**src/rtl/rnes_pkg.sv**
```systemverilog
// ============================================================
// Shared constants and carriers
package rnes_pkg;

    // ========================================================
    // Clock and timing
    localparam int unsigned CLK_HZ_DEF     = 50_000_000;
    localparam int unsigned OSC_MAX_HZ     = 5_000_000;
    localparam int unsigned SYNC_MIN_RATIO = 8;
    localparam int unsigned OSC_DIV        = 4;
    localparam logic [1:0]  OSC_CNT_E_HI   = 2'h2;
    localparam logic [1:0]  RST_MIN_BUSCYC = 2'h3;

    // ========================================================
    // Vectors and stacking
    localparam logic [15:0] VEC_RESET      = 16'hFFFE;
    localparam logic [15:0] VEC_NMI        = 16'hFFFC;
    localparam logic [15:0] VEC_IRQ        = 16'hFFF8;
    localparam logic [15:0] VEC_LO_STEP    = 16'h0001;
    localparam logic [7:0]  ADDR_HI_FORCE  = 8'hFF;
    localparam logic [2:0]  STACK_BYTES    = 3'h7;
    localparam logic [15:0] STACK_BYTES_W  = 16'h0007;

    // ========================================================
    // Register map, byte addresses
    localparam int unsigned AV_ADDR_W      = 8;
    localparam logic [7:0]  REG_RAM_CTRL   = 8'h14;
    localparam logic [7:0]  REG_STATUS     = 8'h18;
    localparam logic [7:0]  REG_CONTROL    = 8'h1C;
    localparam int unsigned RAM_E_BIT      = 6;
    localparam logic [7:0]  RAM_CTRL_RESET = 8'h40;
    localparam int unsigned CTL_MASK_CLR   = 0;
    localparam int unsigned CTL_MASK_SET   = 1;
    localparam int unsigned ST_MASK_BIT    = 0;
    localparam int unsigned ST_NMI_BIT     = 1;
    localparam int unsigned ST_BUSY_BIT    = 2;
    localparam int unsigned ST_CFG_LSB     = 4;
    localparam int unsigned ST_LOST_BIT    = 7;

    // ========================================================
    // Standby RAM
    localparam int unsigned RAM_BYTES      = 128;
    localparam int unsigned RAM_AW         = 7;
    localparam int unsigned RAM_KEEP_BYTES = 64;

    // ========================================================
    // Pin synchroniser lanes
    localparam int unsigned PIN_N          = 7;
    localparam int unsigned PIN_OSC        = 0;
    localparam int unsigned PIN_CFG0       = 1;
    localparam int unsigned PIN_CFG1       = 2;
    localparam int unsigned PIN_CFG2       = 3;
    localparam int unsigned PIN_CLR        = 4;
    localparam int unsigned PIN_NMI        = 5;
    localparam int unsigned PIN_IRQ        = 6;

    typedef enum logic [5:0] {
        ST_RUN    = 6'b000001,
        ST_HOLD   = 6'b000010,
        ST_STACK  = 6'b000100,
        ST_VEC_HI = 6'b001000,
        ST_VEC_LO = 6'b010000,
        ST_SPARE  = 6'b100000
    } rnes_state_t;

    typedef struct packed {
        logic [15:0] pc;
        logic [15:0] x;
        logic [7:0]  a;
        logic [7:0]  b;
        logic [7:0]  ccr;
        logic [15:0] sp;
    } rnes_cpu_regs_t;

    typedef struct packed {
        logic [15:0] addr;
        logic [7:0]  wdata;
        logic        write;
        logic        read;
    } rnes_bus_t;

endpackage : rnes_pkg

```
**src/rtl/rnes_sequencer.sv**
```systemverilog
`timescale 1ns/1ps
// How it works
// - Bus clock is oscillator divided by four.
// - Divide any oscillator input up to 5 MHz.
// - On release force upper address lines high.
// - On release latch three boot configuration pins.
// - Reset vector fetched from FFFE then FFFF.
// - Reset sets mask; maskable requests ignored meanwhile.
// - Falling edge of nmi_n requests service.
// - Finish current instruction before taking interrupt.
// - Mask never blocks or delays nmi service.
// - Stack PC, X, both accumulators, CCR.
// - Nmi vector fetched from FFFC then FFFD.
// - Sample on E, start next bus cycle.
// - Cleared RAM enable blocks standby RAM access.
// - Only lowest 64 bytes survive power down.
// - Level irq stacks, sets mask, vectors FFF8.
module rnes_sequencer #(
    parameter int unsigned CLK_HZ = rnes_pkg::CLK_HZ_DEF
) (
    // Clock and reset
    input  wire logic                                clock,
    input  wire logic                                reset,
    // Pins
    input  wire logic                                osc_input,
    input  wire logic                                chip_clear_in_n,
    input  wire logic                                nmi_n,
    input  wire logic                                irq_n,
    input  wire logic                                boot_config_bit2,
    input  wire logic                                boot_config_bit1,
    input  wire logic                                boot_config_bit0,
    output logic                                     e_clock_q,
    // Core side
    input  wire logic                                instr_done,
    input  wire rnes_pkg::rnes_cpu_regs_t            cpu_regs,
    input  wire logic [7:0]                          bus_rdata,
    output rnes_pkg::rnes_bus_t                      bus_q,
    output logic                                     seq_busy_q,
    output logic                                     pc_load_q,
    output logic [15:0]                              pc_value_q,
    output logic                                     sp_load_q,
    output logic [15:0]                              sp_value_q,
    output logic                                     irq_mask_q,
    output logic [2:0]                               boot_cfg_q,
    // Standby RAM port
    input  wire logic                                standby_power_down,
    input  wire logic                                ram_req,
    input  wire logic                                ram_we,
    input  wire logic [rnes_pkg::RAM_AW-1:0]         ram_addr,
    input  wire logic [7:0]                          ram_wdata,
    output logic [7:0]                               ram_rdata,
    output logic                                     ram_ok_q,
    // Avalon-MM slave
    input  wire logic [rnes_pkg::AV_ADDR_W-1:0]      avs_address,
    input  wire logic                                avs_read,
    input  wire logic                                avs_write,
    input  wire logic [31:0]                         avs_writedata,
    output logic [31:0]                              avs_readdata_q,
    output logic                                     avs_waitrequest_q
);
    // ========================================================
    // Elaboration checks
    if (CLK_HZ / rnes_pkg::OSC_MAX_HZ < rnes_pkg::SYNC_MIN_RATIO) begin : g_bad_clk
        $error("clock too slow to sample the oscillator pin");
    end

    // ========================================================
    // Pin synchronisers, three stages, change taken when 2 and 3 agree
    logic [rnes_pkg::PIN_N-1:0] pin_raw;
    logic [rnes_pkg::PIN_N-1:0] pin_lvl;
    logic [rnes_pkg::PIN_N-1:0] pin_lvl_d;

    assign pin_raw = {irq_n, nmi_n, chip_clear_in_n, boot_config_bit2,
                      boot_config_bit1, boot_config_bit0, osc_input};

    for (genvar i = 0; i < rnes_pkg::PIN_N; i++) begin : g_sync
        logic s1_q;
        logic s2_q;
        logic s3_q;
        logic lvl_q;
        logic lvl_d;
        always_comb begin
            lvl_d = (s2_q == s3_q) ? s3_q : lvl_q;
        end
        always_ff @(posedge clock) begin
            if (reset) begin
                s1_q  <= 1'b1;
                s2_q  <= 1'b1;
                s3_q  <= 1'b1;
                lvl_q <= 1'b1;
            end else begin
                s1_q  <= pin_raw[i];
                s2_q  <= s1_q;
                s3_q  <= s2_q;
                lvl_q <= lvl_d;
            end
        end
        assign pin_lvl[i]   = lvl_q;
        assign pin_lvl_d[i] = lvl_d;
    end

    // ========================================================
    // Bus clock divider
    logic [1:0] osc_cnt_q, osc_cnt_d;
    logic       e_clock_d;
    logic       e_end_q, e_end_d;
    logic       osc_rise;

    assign osc_rise = !pin_lvl[rnes_pkg::PIN_OSC] && pin_lvl_d[rnes_pkg::PIN_OSC];

    always_comb begin
        osc_cnt_d = osc_cnt_q;
        e_clock_d = e_clock_q;
        e_end_d   = 1'b0;
        if (osc_rise) begin
            osc_cnt_d = osc_cnt_q + 2'h1;
            e_clock_d = (osc_cnt_d >= rnes_pkg::OSC_CNT_E_HI);
            e_end_d   = (osc_cnt_d == 2'h0);
        end
    end

    always_ff @(posedge clock) begin
        if (reset) begin
            osc_cnt_q <= 2'h0;
            e_clock_q <= 1'b0;
            e_end_q   <= 1'b0;
        end else begin
            osc_cnt_q <= osc_cnt_d;
            e_clock_q <= e_clock_d;
            e_end_q   <= e_end_d;
        end
    end

    // ========================================================
    // Entry sequencer
    rnes_pkg::rnes_state_t    state_q, state_d;
    rnes_pkg::rnes_cpu_regs_t regs_q, regs_d;
    rnes_pkg::rnes_bus_t      bus_d;
    logic [2:0]  step_q, step_d;
    logic [15:0] vec_q, vec_d;
    logic [7:0]  pc_hi_q, pc_hi_d;
    logic        from_reset_q, from_reset_d;
    logic [1:0]  clr_cnt_q, clr_cnt_d;
    logic        clr_acc_q, clr_acc_d;
    logic        nmi_pend_q, nmi_pend_d;
    logic        done_q, done_d;
    logic        seq_busy_d, pc_load_d, sp_load_d, irq_mask_d;
    logic [15:0] pc_value_d, sp_value_d;
    logic [2:0]  boot_cfg_d;
    logic        nmi_fall;
    logic        mask_clr_sw, mask_set_sw;
    logic [7:0]  push_byte;

    // A falling edge is remembered until serviced or a chip clear, so a pulse held low for two clocks or more is lost only to a chip clear
    assign nmi_fall = pin_lvl[rnes_pkg::PIN_NMI] && !pin_lvl_d[rnes_pkg::PIN_NMI];

    always_comb begin
        case (step_q)
            3'h0:    push_byte = regs_q.pc[7:0];
            3'h1:    push_byte = regs_q.pc[15:8];
            3'h2:    push_byte = regs_q.x[7:0];
            3'h3:    push_byte = regs_q.x[15:8];
            3'h4:    push_byte = regs_q.a;
            3'h5:    push_byte = regs_q.b;
            default: push_byte = regs_q.ccr;
        endcase
    end

    always_comb begin
        state_d      = state_q;
        regs_d       = regs_q;
        bus_d        = bus_q;
        step_d       = step_q;
        vec_d        = vec_q;
        pc_hi_d      = pc_hi_q;
        from_reset_d = from_reset_q;
        clr_cnt_d    = clr_cnt_q;
        clr_acc_d    = clr_acc_q;
        nmi_pend_d   = nmi_pend_q;
        done_d       = done_q || instr_done;
        seq_busy_d   = seq_busy_q;
        pc_load_d    = 1'b0;
        sp_load_d    = 1'b0;
        pc_value_d   = pc_value_q;
        sp_value_d   = sp_value_q;
        boot_cfg_d   = boot_cfg_q;
        irq_mask_d   = irq_mask_q;
        if (mask_clr_sw) begin
            irq_mask_d = 1'b0;
        end
        if (mask_set_sw) begin
            irq_mask_d = 1'b1;
        end
        // Clear must stay low through three bus cycle ends before it counts
        if (pin_lvl[rnes_pkg::PIN_CLR]) begin
            clr_cnt_d = 2'h0;
        end else if (e_end_q && clr_cnt_q != rnes_pkg::RST_MIN_BUSCYC) begin
            clr_cnt_d = clr_cnt_q + 2'h1;
        end
        if (clr_cnt_d == rnes_pkg::RST_MIN_BUSCYC) begin
            clr_acc_d = 1'b1;
        end
        if (clr_acc_q) begin
            state_d    = rnes_pkg::ST_HOLD;
            seq_busy_d = 1'b1;
            bus_d      = '0;
            done_d     = 1'b0;
            nmi_pend_d = 1'b0;
            if (pin_lvl[rnes_pkg::PIN_CLR]) begin
                clr_acc_d          = 1'b0;
                bus_d.addr[15:8]   = rnes_pkg::ADDR_HI_FORCE;
                boot_cfg_d         = {pin_lvl[rnes_pkg::PIN_CFG2],
                                      pin_lvl[rnes_pkg::PIN_CFG1],
                                      pin_lvl[rnes_pkg::PIN_CFG0]};
                irq_mask_d         = 1'b1;
                vec_d              = rnes_pkg::VEC_RESET;
                from_reset_d       = 1'b1;
                step_d             = rnes_pkg::STACK_BYTES;
                state_d            = rnes_pkg::ST_STACK;
            end
        end else begin
            if (nmi_fall) begin
                nmi_pend_d = 1'b1;
            end
            if (e_end_q) begin
                case (state_q)
                    rnes_pkg::ST_RUN: begin
                        // Decided only at a bus cycle boundary after the instruction ends
                        if (done_q && nmi_pend_q) begin
                            nmi_pend_d   = nmi_fall;
                            vec_d        = rnes_pkg::VEC_NMI;
                            regs_d       = cpu_regs;
                            from_reset_d = 1'b0;
                            step_d       = 3'h0;
                            seq_busy_d   = 1'b1;
                            state_d      = rnes_pkg::ST_STACK;
                        end else if (done_q && !pin_lvl[rnes_pkg::PIN_IRQ]
                                     && !irq_mask_q) begin
                            irq_mask_d   = 1'b1;
                            vec_d        = rnes_pkg::VEC_IRQ;
                            regs_d       = cpu_regs;
                            from_reset_d = 1'b0;
                            step_d       = 3'h0;
                            seq_busy_d   = 1'b1;
                            state_d      = rnes_pkg::ST_STACK;
                        end
                        done_d = instr_done;
                    end
                    rnes_pkg::ST_STACK: begin
                        if (step_q == rnes_pkg::STACK_BYTES) begin
                            bus_d.write = 1'b0;
                            bus_d.read  = 1'b1;
                            bus_d.addr  = vec_q;
                            state_d     = rnes_pkg::ST_VEC_HI;
                        end else begin
                            bus_d.write = 1'b1;
                            bus_d.read  = 1'b0;
                            bus_d.addr  = regs_q.sp - {13'h0000, step_q};
                            bus_d.wdata = push_byte;
                            step_d      = step_q + 3'h1;
                        end
                    end
                    rnes_pkg::ST_VEC_HI: begin
                        pc_hi_d    = bus_rdata;
                        bus_d.addr = vec_q + rnes_pkg::VEC_LO_STEP;
                        state_d    = rnes_pkg::ST_VEC_LO;
                    end
                    rnes_pkg::ST_VEC_LO: begin
                        pc_value_d = {pc_hi_q, bus_rdata};
                        pc_load_d  = 1'b1;
                        sp_value_d = regs_q.sp - rnes_pkg::STACK_BYTES_W;
                        sp_load_d  = !from_reset_q;
                        bus_d      = '0;
                        seq_busy_d = 1'b0;
                        done_d     = 1'b0;
                        state_d    = rnes_pkg::ST_RUN;
                    end
                    default: begin
                        bus_d      = '0;
                        seq_busy_d = 1'b0;
                        state_d    = rnes_pkg::ST_RUN;
                    end
                endcase
            end
        end
    end

    always_ff @(posedge clock) begin
        if (reset) begin
            state_q      <= rnes_pkg::ST_RUN;
            regs_q       <= '0;
            bus_q        <= '0;
            step_q       <= 3'h0;
            vec_q        <= 16'h0000;
            pc_hi_q      <= 8'h00;
            from_reset_q <= 1'b0;
            clr_cnt_q    <= 2'h0;
            clr_acc_q    <= 1'b0;
            nmi_pend_q   <= 1'b0;
            done_q       <= 1'b0;
            seq_busy_q   <= 1'b0;
            pc_load_q    <= 1'b0;
            pc_value_q   <= 16'h0000;
            sp_load_q    <= 1'b0;
            sp_value_q   <= 16'h0000;
            boot_cfg_q   <= 3'h0;
            irq_mask_q   <= 1'b1;
        end else begin
            state_q      <= state_d;
            regs_q       <= regs_d;
            bus_q        <= bus_d;
            step_q       <= step_d;
            vec_q        <= vec_d;
            pc_hi_q      <= pc_hi_d;
            from_reset_q <= from_reset_d;
            clr_cnt_q    <= clr_cnt_d;
            clr_acc_q    <= clr_acc_d;
            nmi_pend_q   <= nmi_pend_d;
            done_q       <= done_d;
            seq_busy_q   <= seq_busy_d;
            pc_load_q    <= pc_load_d;
            pc_value_q   <= pc_value_d;
            sp_load_q    <= sp_load_d;
            sp_value_q   <= sp_value_d;
            boot_cfg_q   <= boot_cfg_d;
            irq_mask_q   <= irq_mask_d;
        end
    end

    // ========================================================
    // Register slave and standby RAM control
    logic [7:0]  ram_ctrl_q, ram_ctrl_d;
    logic        upper_lost_q, upper_lost_d;
    logic        ram_ok_d;
    logic [31:0] avs_readdata_d;
    logic        avs_waitrequest_d;
    logic        av_wr_take;
    logic        ram_en;
    logic        ram_upper;

    // Writes land on the edge where the master sees waitrequest low
    assign av_wr_take  = avs_write && !avs_waitrequest_q;
    assign mask_clr_sw = av_wr_take && avs_address == rnes_pkg::REG_CONTROL
                         && avs_writedata[rnes_pkg::CTL_MASK_CLR];
    assign mask_set_sw = av_wr_take && avs_address == rnes_pkg::REG_CONTROL
                         && avs_writedata[rnes_pkg::CTL_MASK_SET];
    assign ram_upper   = (ram_addr >= rnes_pkg::RAM_AW'(rnes_pkg::RAM_KEEP_BYTES));
    assign ram_en      = ram_req && ram_ctrl_q[rnes_pkg::RAM_E_BIT];

    always_comb begin
        ram_ctrl_d        = ram_ctrl_q;
        upper_lost_d      = upper_lost_q;
        ram_ok_d          = ram_en;
        avs_readdata_d    = avs_readdata_q;
        avs_waitrequest_d = 1'b1;
        if ((avs_read || avs_write) && avs_waitrequest_q) begin
            avs_waitrequest_d = 1'b0;
            avs_readdata_d    = 32'h0000_0000;
            case (avs_address)
                rnes_pkg::REG_RAM_CTRL: begin
                    avs_readdata_d[7:0] = ram_ctrl_q;
                end
                rnes_pkg::REG_STATUS: begin
                    avs_readdata_d[rnes_pkg::ST_MASK_BIT] = irq_mask_q;
                    avs_readdata_d[rnes_pkg::ST_NMI_BIT]  = nmi_pend_q;
                    avs_readdata_d[rnes_pkg::ST_BUSY_BIT] = seq_busy_q;
                    avs_readdata_d[rnes_pkg::ST_CFG_LSB +: 3] = boot_cfg_q;
                    avs_readdata_d[rnes_pkg::ST_LOST_BIT] = upper_lost_q;
                end
                default: begin
                    avs_readdata_d = 32'h0000_0000;
                end
            endcase
        end
        if (av_wr_take && avs_address == rnes_pkg::REG_RAM_CTRL) begin
            ram_ctrl_d[rnes_pkg::RAM_E_BIT] = avs_writedata[rnes_pkg::RAM_E_BIT];
        end
        // Upper half content is void after power down until the next chip clear
        if (clr_acc_q) begin
            upper_lost_d = 1'b0;
        end
        if (standby_power_down) begin
            upper_lost_d = 1'b1;
        end
    end

    always_ff @(posedge clock) begin
        if (reset) begin
            ram_ctrl_q        <= rnes_pkg::RAM_CTRL_RESET;
            upper_lost_q      <= 1'b0;
            ram_ok_q          <= 1'b0;
            avs_readdata_q    <= 32'h0000_0000;
            avs_waitrequest_q <= 1'b1;
        end else begin
            ram_ctrl_q        <= ram_ctrl_d;
            upper_lost_q      <= upper_lost_d;
            ram_ok_q          <= ram_ok_d;
            avs_readdata_q    <= avs_readdata_d;
            avs_waitrequest_q <= avs_waitrequest_d;
        end
    end

    rnes_standby_ram #(
        .DEPTH (rnes_pkg::RAM_BYTES),
        .AW    (rnes_pkg::RAM_AW)
    ) u_ram (
        .clock   (clock),
        .en      (ram_en),
        .we      (ram_we),
        .addr    (ram_addr),
        .wdata   (ram_wdata),
        .zero_rd (upper_lost_q && ram_upper),
        .rdata_q (ram_rdata)
    );
endmodule : rnes_sequencer

```
**src/rtl/rnes_standby_ram.sv**
```systemverilog
`timescale 1ns/1ps
// ============================================================
// Standby RAM, registered read
module rnes_standby_ram #(
    parameter int unsigned DEPTH = 128,
    parameter int unsigned AW    = 7
) (
    // Clock
    input  wire logic          clock,
    // Access
    input  wire logic          en,
    input  wire logic          we,
    input  wire logic [AW-1:0] addr,
    input  wire logic [7:0]    wdata,
    input  wire logic          zero_rd,
    output logic      [7:0]    rdata_q
);
    // Every entry must be reachable by the address width
    if (DEPTH > (1 << AW)) begin : g_bad_depth
        $error("depth exceeds address range");
    end

    logic [7:0] mem [DEPTH];
    logic [7:0] rdata_d;

    always_comb begin
        rdata_d = rdata_q;
        if (en && !we) begin
            rdata_d = zero_rd ? 8'h00 : mem[addr];
        end
    end

    // Contents carry no reset: retention across a chip clear is the point
    always_ff @(posedge clock) begin
        if (en && we) begin
            mem[addr] <= wdata;
        end
        rdata_q <= rdata_d;
    end
endmodule : rnes_standby_ram

```
**config.mk**
```make
export PLATFORM = sky130hd
export DESIGN_NAME = rnes_sequencer
export DESIGN_NICKNAME = d
export VERILOG_FILES = /design/src/rtl/rnes_pkg.sv /design/src/rtl/rnes_sequencer.sv /design/src/rtl/rnes_standby_ram.sv
export SDC_FILE = /design/constraint.sdc
export NUM_CORES = 1
export LEC_CHECK = 0
export BUFFER_PORTS_ARGS = -buffer_cell sky130_fd_sc_hd__buf_2
export CAP_MARGIN = 10
export CORE_AREA = 2 2 377 379
export DETAILED_ROUTE_END_ITERATION = 16
export DIE_AREA = 0 0 379 381
export PLACE_DENSITY = 0.54
export SLEW_MARGIN = 15
export SYNTH_ARGS = -nofsm -noshare
export SYNTH_HDL_FRONTEND = slang
export SYNTH_SLANG_ARGS = --single-unit
```
**constraint.sdc**
```tcl
create_clock -name clock -period 3.7 [get_ports clock]
set_input_delay 0.555 -clock clock [delete_from_list [all_inputs] [get_ports clock]]
set_output_delay 0.555 -clock clock [all_outputs]
set_load 0.1 [all_outputs]
```
==> impl_results.md, run 1 <==
- DRT antenna net count: 0
- Post-Route WL: 155 mm
- Slew HR: 26.3%
- Postcts setup bufs: 0
- Post-route cell area: 0.0589 sq mm
- Layout cells sized above 1: 23.2%
- Initial Util: 34.7%
- Yosys reg bits: 1,235
- Yosys cell types: 80
- Switch share: 23.2%
- Cell with the most instances after synthesis: edfxtp_1
- Placeable Area: 0.141 sq mm
- Worst R2R Start: ram_ctrl_q[6]
- Setup CP Type: primary input to flop
- Synth cell count leaders: 1,032 x edfxtp_1, 321 x nand2_1, 263 x nor2_1
- DIE WIDTH: 379 microns
- P per Cell Area: 510 mW/mm^2
- Number of synthesis warnings: 0
- Status: complete, no violations
- Util after Layout: 41.9%
- Worst Skew: 0.0433 ns
- Async SR Flop Fraction: 0%
- Hpwl dp: 99.6 mm
- Total CTS buffers: 137
- Crit. End Element: flop
- F_max: 342 MHz
- P_leak: 0.0202 uW
- CTS sink count: 1,235
- Max cap viols: 0
- DP Area: 0.0539 sq mm
- DRC: 0
- Fin worst setup slack: 0.779 ns
- Peak supply drop: 462 uV
- PortBufs: 203
- Logic pwr share: 6.3%
- Critical path arrival: 3.41 ns
- All-Layer GR Usage: 21.0%
- # hold bufs at CTS: 67
- Slowest stage delay, CP: 0.60 ns
- RSZ-0062 raised after global routing: false
- Netlist Area Pre-Place: 0.0488 sq mm
- Required @ worst endpoint: 4.19 ns
- Worst Setup EP: u_ram.rdata_q[3]
- H-tree Lvls: 4
- DR WL/cell: 26.6 microns
- # IOs: 258
- Fin. Hold Viols: 0
- DRT Pass-1 Iters: 6
- Sequential share of power: 50.3%
- Post-route setup TNS: 0 ns
- Pin count of the biggest net entering global routing: 148
- Critical path's slowest cell: nor4_1
- Fin crit period: 2.92 ns
- Synth top area cells: edfxtp_1 64%, dfxtp_1 8.3%, mux2i_1 3.0%
- Initial antenna violation count: 5
- CTS tree: yes
- CP top delay family: buffers and inverters
- GP Congestion: 0.929
- Layout Nets: 3,984
- Slack of the worst reg-to-reg path: 0.83 ns
- Largest area contributor in the netlist: edfxtp_1
- Row cnt: 138
- Fraction of power consumed by the clock network: 43.4%
- Worst Hold Class: primary input to flop
- First-pass GRT wire length: 220 mm
- Syn avg cell area: 14.7 sq um
- Cells after synthesis: 3,316
- Most used DFF post-synth: edfxtp_1
- Resized cells post-CTS: 0
- Internal power: 23,100 uW
- Crit path buffers/inverters: 3
- Max Root-Sink Buffers: 3
- Area grow syn2layout: 20.7%
- Instance count on the critical path: 10
- Reg2reg end: u_ram.mem[41][7]
- Final setup vio count: 0
- Worst-skew pair later-pin latency: 0.78 ns
- Top-area cell type share of the netlist area: 63.5%
- Worst setup SP type: primary input
- Die Y: 381 microns
- Critical path origin: ram_addr[2]
- Worst-path fanout max: 51
- Psw: 6960 uW
- Worst-Margin Slew: 1.10 ns
- Dpl ws: 0.0934 ns
- Sequential area share after synthesis: 71.8%
- Post-synth EDFFs: 1,032
- Cell count of the worst reg-to-reg path: 4
- First DRT Iteration DRCs: 3,314
- Die area: 0.144 sq mm
- Vias: 31,900
- Reg clk slew, reported paths: 0.06 ns
- DR vias/cell: 5.48
- Critical Path, Cell by Cell: buf_8 > buf_12 > mux2_2 > a221oi_1 > a31oi_1 > a21oi_1 > o22ai_1 > nor4_1 > buf_4 > a41oi_1
- Vias in the first global route: 30,800
- Tcrit/Tclk final: 79.0%
- Final Max Tran Viols: 0
- Remaining Overflow, GRT: 0
- Root Buffer: clkbuf_16
-- through the flow --
step | hold slack [ns] | cells | total power (uW)
6_report | 0.0473 | 5820 | 30000
5_1_grt | 0.0235 | 5816 | 30800
4_1_cts | 0.000108 | 5813 | 30200
3_5_place_dp | 0.398 | 5504 | 17200
3_3_place_gp | 0.395 | 5504 | 17200
2_1_floorplan | 0.389 | 3340 | 16300
-- state kept, by name (all words and copies together) (netlist names), 7 cells and up --
signal and count:
avs_readdata_q 7, bus_q 26, g_sync.lvl_q 7, g_sync.s1_q 7, g_sync.s2_q 7, g_sync.s3_q 7, pc_hi_q 8, pc_value_q 16
regs_q 72, sp_value_q 16, u_ram.mem 1024, u_ram.rdata_q 8
-- worst min path at each step --
stage / cells past startpoint / startpoint / endpoint / slack [ns]
after floorplan: 1 / g_sync[0].s1_q / g_sync[0].s2_q / 0.39
after global placement: 1 / g_sync[2].s1_q / g_sync[2].s2_q / 0.40
after detailed placement: 1 / g_sync[5].s1_q / g_sync[5].s2_q / 0.40
after CTS: 3 / cpu_regs[36] / regs_q[36] / 0.0001
after global routing: 3 / cpu_regs[34] / regs_q[34] / 0.02
final: 3 / cpu_regs[36] / regs_q[36] / 0.05
-- kinds of logic after synthesis --
group	count (synthesis)	share of synthesized area [%]
XOR/XNOR	28	0.503
multiplexers	288	7.71
adder cells (fa/ha/maj)	14	0.374
AND/OR/NAND/NOR	752	6.61
flip-flops	1235	71.8
AO/OA/AOI/OAI	729	10.2
other	1	0.00769
buffers and inverters	269	2.73
-- placed cells by master (no fill, tap or decap), types with 34 or more instances in the layout --
master            n
a21oi_1         216
a221oi_1        102
a22oi_1          88
buf_2           191
buf_4           305
clkbuf_16       138
dfxtp_1         203
dlygate4sd3_1    67
edfxtp_1       1032
mux2_2           81
mux2i_1         145
mux4_2           62
nand2_1         321
nand3_1          35
nor2_1          260
o21ai_0          90
o22ai_1          34
-- area by class of cell --
class	count	area (sq um)
antenna	7	17.5
inverter	14	52.6
multi-input combinational	1836	12600
sequential	1235	35100
timing repair buffer	596	4560
tap	1890	2360
clock inverter	59	495
fill	12900	81700
clock buffer	183	3750
-- power by group through the flow --
stage	Combinational [uW]	Sequential (uW)	Clock, uW
finish	1880	15100	13000
global route	1960	15100	13800
CTS	1870	15100	13200
detailed placement	1810	15400	0
global placement	1800	15400	0
floorplan	857	15400	0
-- per-layer routing --
layer | part of all wire [%] | vias to the layer above | wire length (microns) | GRT usage (%)
li1 | - | 13800 | - | -
met5 | 0 | - | 0 | 0
met4 | 3.4 | 0 | 5220 | 7.62
met2 | 46 | 1462 | 71300 | 32.8
met3 | 7.7 | 282 | 11900 | 3.74
met1 | 43 | 16300 | 66400 | 29.3
-- worst reg2reg max path, cell delays in order, from the launching register on --
cell and delay (ns):
dfxtp_1 0.40, and3_1 0.71, nand2_1 0.26, buf_12 0.25
nor2_1 0.86
(Power assumes the default switching activity.)
==> inputs of run 2 (changes only) <==
--- a/config.mk
+++ b/config.mk
@@ -10,7 +10,7 @@
 export CORE_AREA = 2 2 377 379
 export DETAILED_ROUTE_END_ITERATION = 16
 export DIE_AREA = 0 0 379 381
-export PLACE_DENSITY = 0.54
+export PLACE_DENSITY = 0.56
 export SLEW_MARGIN = 15
 export SYNTH_ARGS = -nofsm -noshare
 export SYNTH_HDL_FRONTEND = slang
==> constraint.sdc (replaced) <==
create_clock -name clock -period 2.5 [get_ports clock]
set_input_delay 0.375 -clock clock [delete_from_list [all_inputs] [get_ports clock]]
set_output_delay 0.375 -clock clock [all_outputs]
set_load 0.1 [all_outputs]
==> impl_results.md, run 2 (same netlist as run 1, synthesis figures left out) <==
- Status: complete, no violations
- DRC: 0 (unchanged)
- Crit. End Element: flop
- Vias: 33,200 (+4.2%)
- CTS sink count: 1,235 (unchanged)
- H-tree Lvls: 4 (unchanged)
- DIE WIDTH: 379 microns (unchanged)
- Area grow syn2layout: 26.5%
- Worst Skew: 0.0351 ns (-0.00822 ns)
- Die Y: 381 microns (unchanged)
- Reg clk slew, reported paths: 0.07 ns (about the same)
- Final Max Tran Viols: 0 (unchanged)
- Initial Util: 34.7% (unchanged)
- Max cap viols: 0 (unchanged)
- Fill count: 12,700 (-1.5%)
- RSZ-0062 raised after global routing: false
- Total CTS buffers: 134 (-2.2%)
- Post-route setup TNS: 0 ns (unchanged)
- Layout cells sized above 1: 28.2% (+5.0 points)
- Initial antenna violation count: 5 (unchanged)
- DRT Pass-1 Iters: 6 (unchanged)
- DRT antenna net count: 0 (unchanged)
- Final setup vio count: 0 (unchanged)
- Hpwl dp: 110 mm (+11%)
- F_max: 409 MHz
- Max Root-Sink Buffers: 3 (unchanged)
- Peak supply drop: 594 uV (+29%)
- Commonest non-fill, non-tap cell in the layout: edfxtp_1
- P per Cell Area: 725 mW/mm^2 (+42%)
- First-pass GRT wire length: 229 mm (+4.2%)
- Total power: 44,800 uW (+49%)
- Setup CP Type: flop to flop
- Worst-path fanout max: 1 (-98%)
- Root Buffer: clkbuf_16
- Biggest regs: u_ram.mem (1024), regs_q (72), bus_q (26)
- Max reg flops: 1,024 (unchanged)
- All-Layer GR Usage: 21.9% (+0.84 points)
- Final std cells w/o fill: 6,120 (+5.2%)
- Placeable Area: 0.141 sq mm (unchanged)
- Post-route cell area: 0.0617 sq mm (+4.9%)
- Worst-skew pair later-pin latency: 0.77 ns (about the same)
- Remaining Overflow, GRT: 0 (unchanged)
- Worst Hold Slack: 0.0828 ns (+0.0354 ns)
- Worst Hold Class: primary input to flop
- Layout Nets: 4,300 (+7.9%)
- Worst-Margin Slew: 0.764 ns (-0.337 ns)
- DR WL/cell: 26.2 microns (-1.6%)
- Placed Instances: 5,793 (+5.3%)
- Fin crit period: 2.45 ns
- DP Area: 0.0565 sq mm (+4.8%)
- Largest reg by FF count: u_ram.mem
- Slew HR: 49.0% (+23 points)
- Highest-count cells in the layout ignoring fill and taps: 1,032 x edfxtp_1, 562 x buf_4, 321 x nand2_1
- DR vias/cell: 5.43 (-0.89%)
- Row cnt: 138 (unchanged)
- Post-Route WL: 160 mm (+3.5%)
- Pin count of the biggest net entering global routing: 76 (-49%)
- PortBufs: 203 (unchanged)
- P_leak: 0.0219 uW (+8.4%)
- Critical path arrival: 2.96 ns (-0.45 ns)
- Fin. Hold Viols: 0 (unchanged)
- First DRT Iteration DRCs: 3,969 (+20%)
- GP Congestion: 0.938 (+0.97%)
- Die area: 0.144 sq mm (unchanged)
- Required @ worst endpoint: 3.01 ns (-1.18 ns)
- Vias in the first global route: 32,500 (+5.4%)
- Tcrit/Tclk final: 97.8%
- # IOs: 258 (unchanged)
- Worst setup SP type: flop
- CTS tree: yes
run 2: repair_timing:
action | 4_1_cts | 5_1_grt
resized for setup | 1 | 5
setup buffers | 0 | 1
hold buffers | 96 | 0
hold endpoints to repair | 108 | 0
setup endpoints to repair | 1 | 6
pin swaps | 0 | 2
run 2: worst paths after layout:
check	from	to	slack, ns	depth (start not counted)
max reg2reg	u_ram.mem[54][6]	u_ram.rdata_q[6]	0.05	7
max	u_ram.mem[54][6]	u_ram.rdata_q[6]	0.05	7
min	avs_address[0]	avs_readdata_q[6]	0.08	6
min reg2reg	g_sync[0].s1_q	g_sync[0].s2_q	0.40	1
run 2: per-layer routing:
layer	global-route usage, %	share of wire, %
met5	0	0.0087
met4	8.19	3.6
met3	4.18	8.5
met2	33.8	46
met1	30.4	42
run 2: critical path, stage by stage, from the launching register on:
cell	delay (ns)
edfxtp_1	0.37
mux2_2	0.28
a221o_1	0.29
a222oi_1	0.38
buf_4	0.18
o22ai_1	0.06
o41a_1	0.42
a41o_1	0.20
run 2: power by group:
part	internal [uW]	switching, uW
combinational	1170	2010
sequential	22300	39.4
clock	11200	8050
total	34700	10100
run 2: per-stage QoR:
stage / utilization (%) / setup slack [ns]
floorplan: - / -0.128
global placement: 40.2 / -0.728
detailed placement: 40.2 / -0.734
CTS: 43.9 / 0.0280
global route: 43.9 / 0.0230
finish: 43.9 / 0.0540
run 2: cell type report:
type	count	area, sq um	area share (%)
diodes	2	5.00	0.00811
multi-input cells	1836	12600	20.4
flip-flops and latches	1235	35100	56.8
clock buffers	173	3640	5.89
repair buffers	915	7440	12.1
clock inverters	55	562	0.910
well taps	1890	2360	3.83
inverters	14	52.6	0.0851
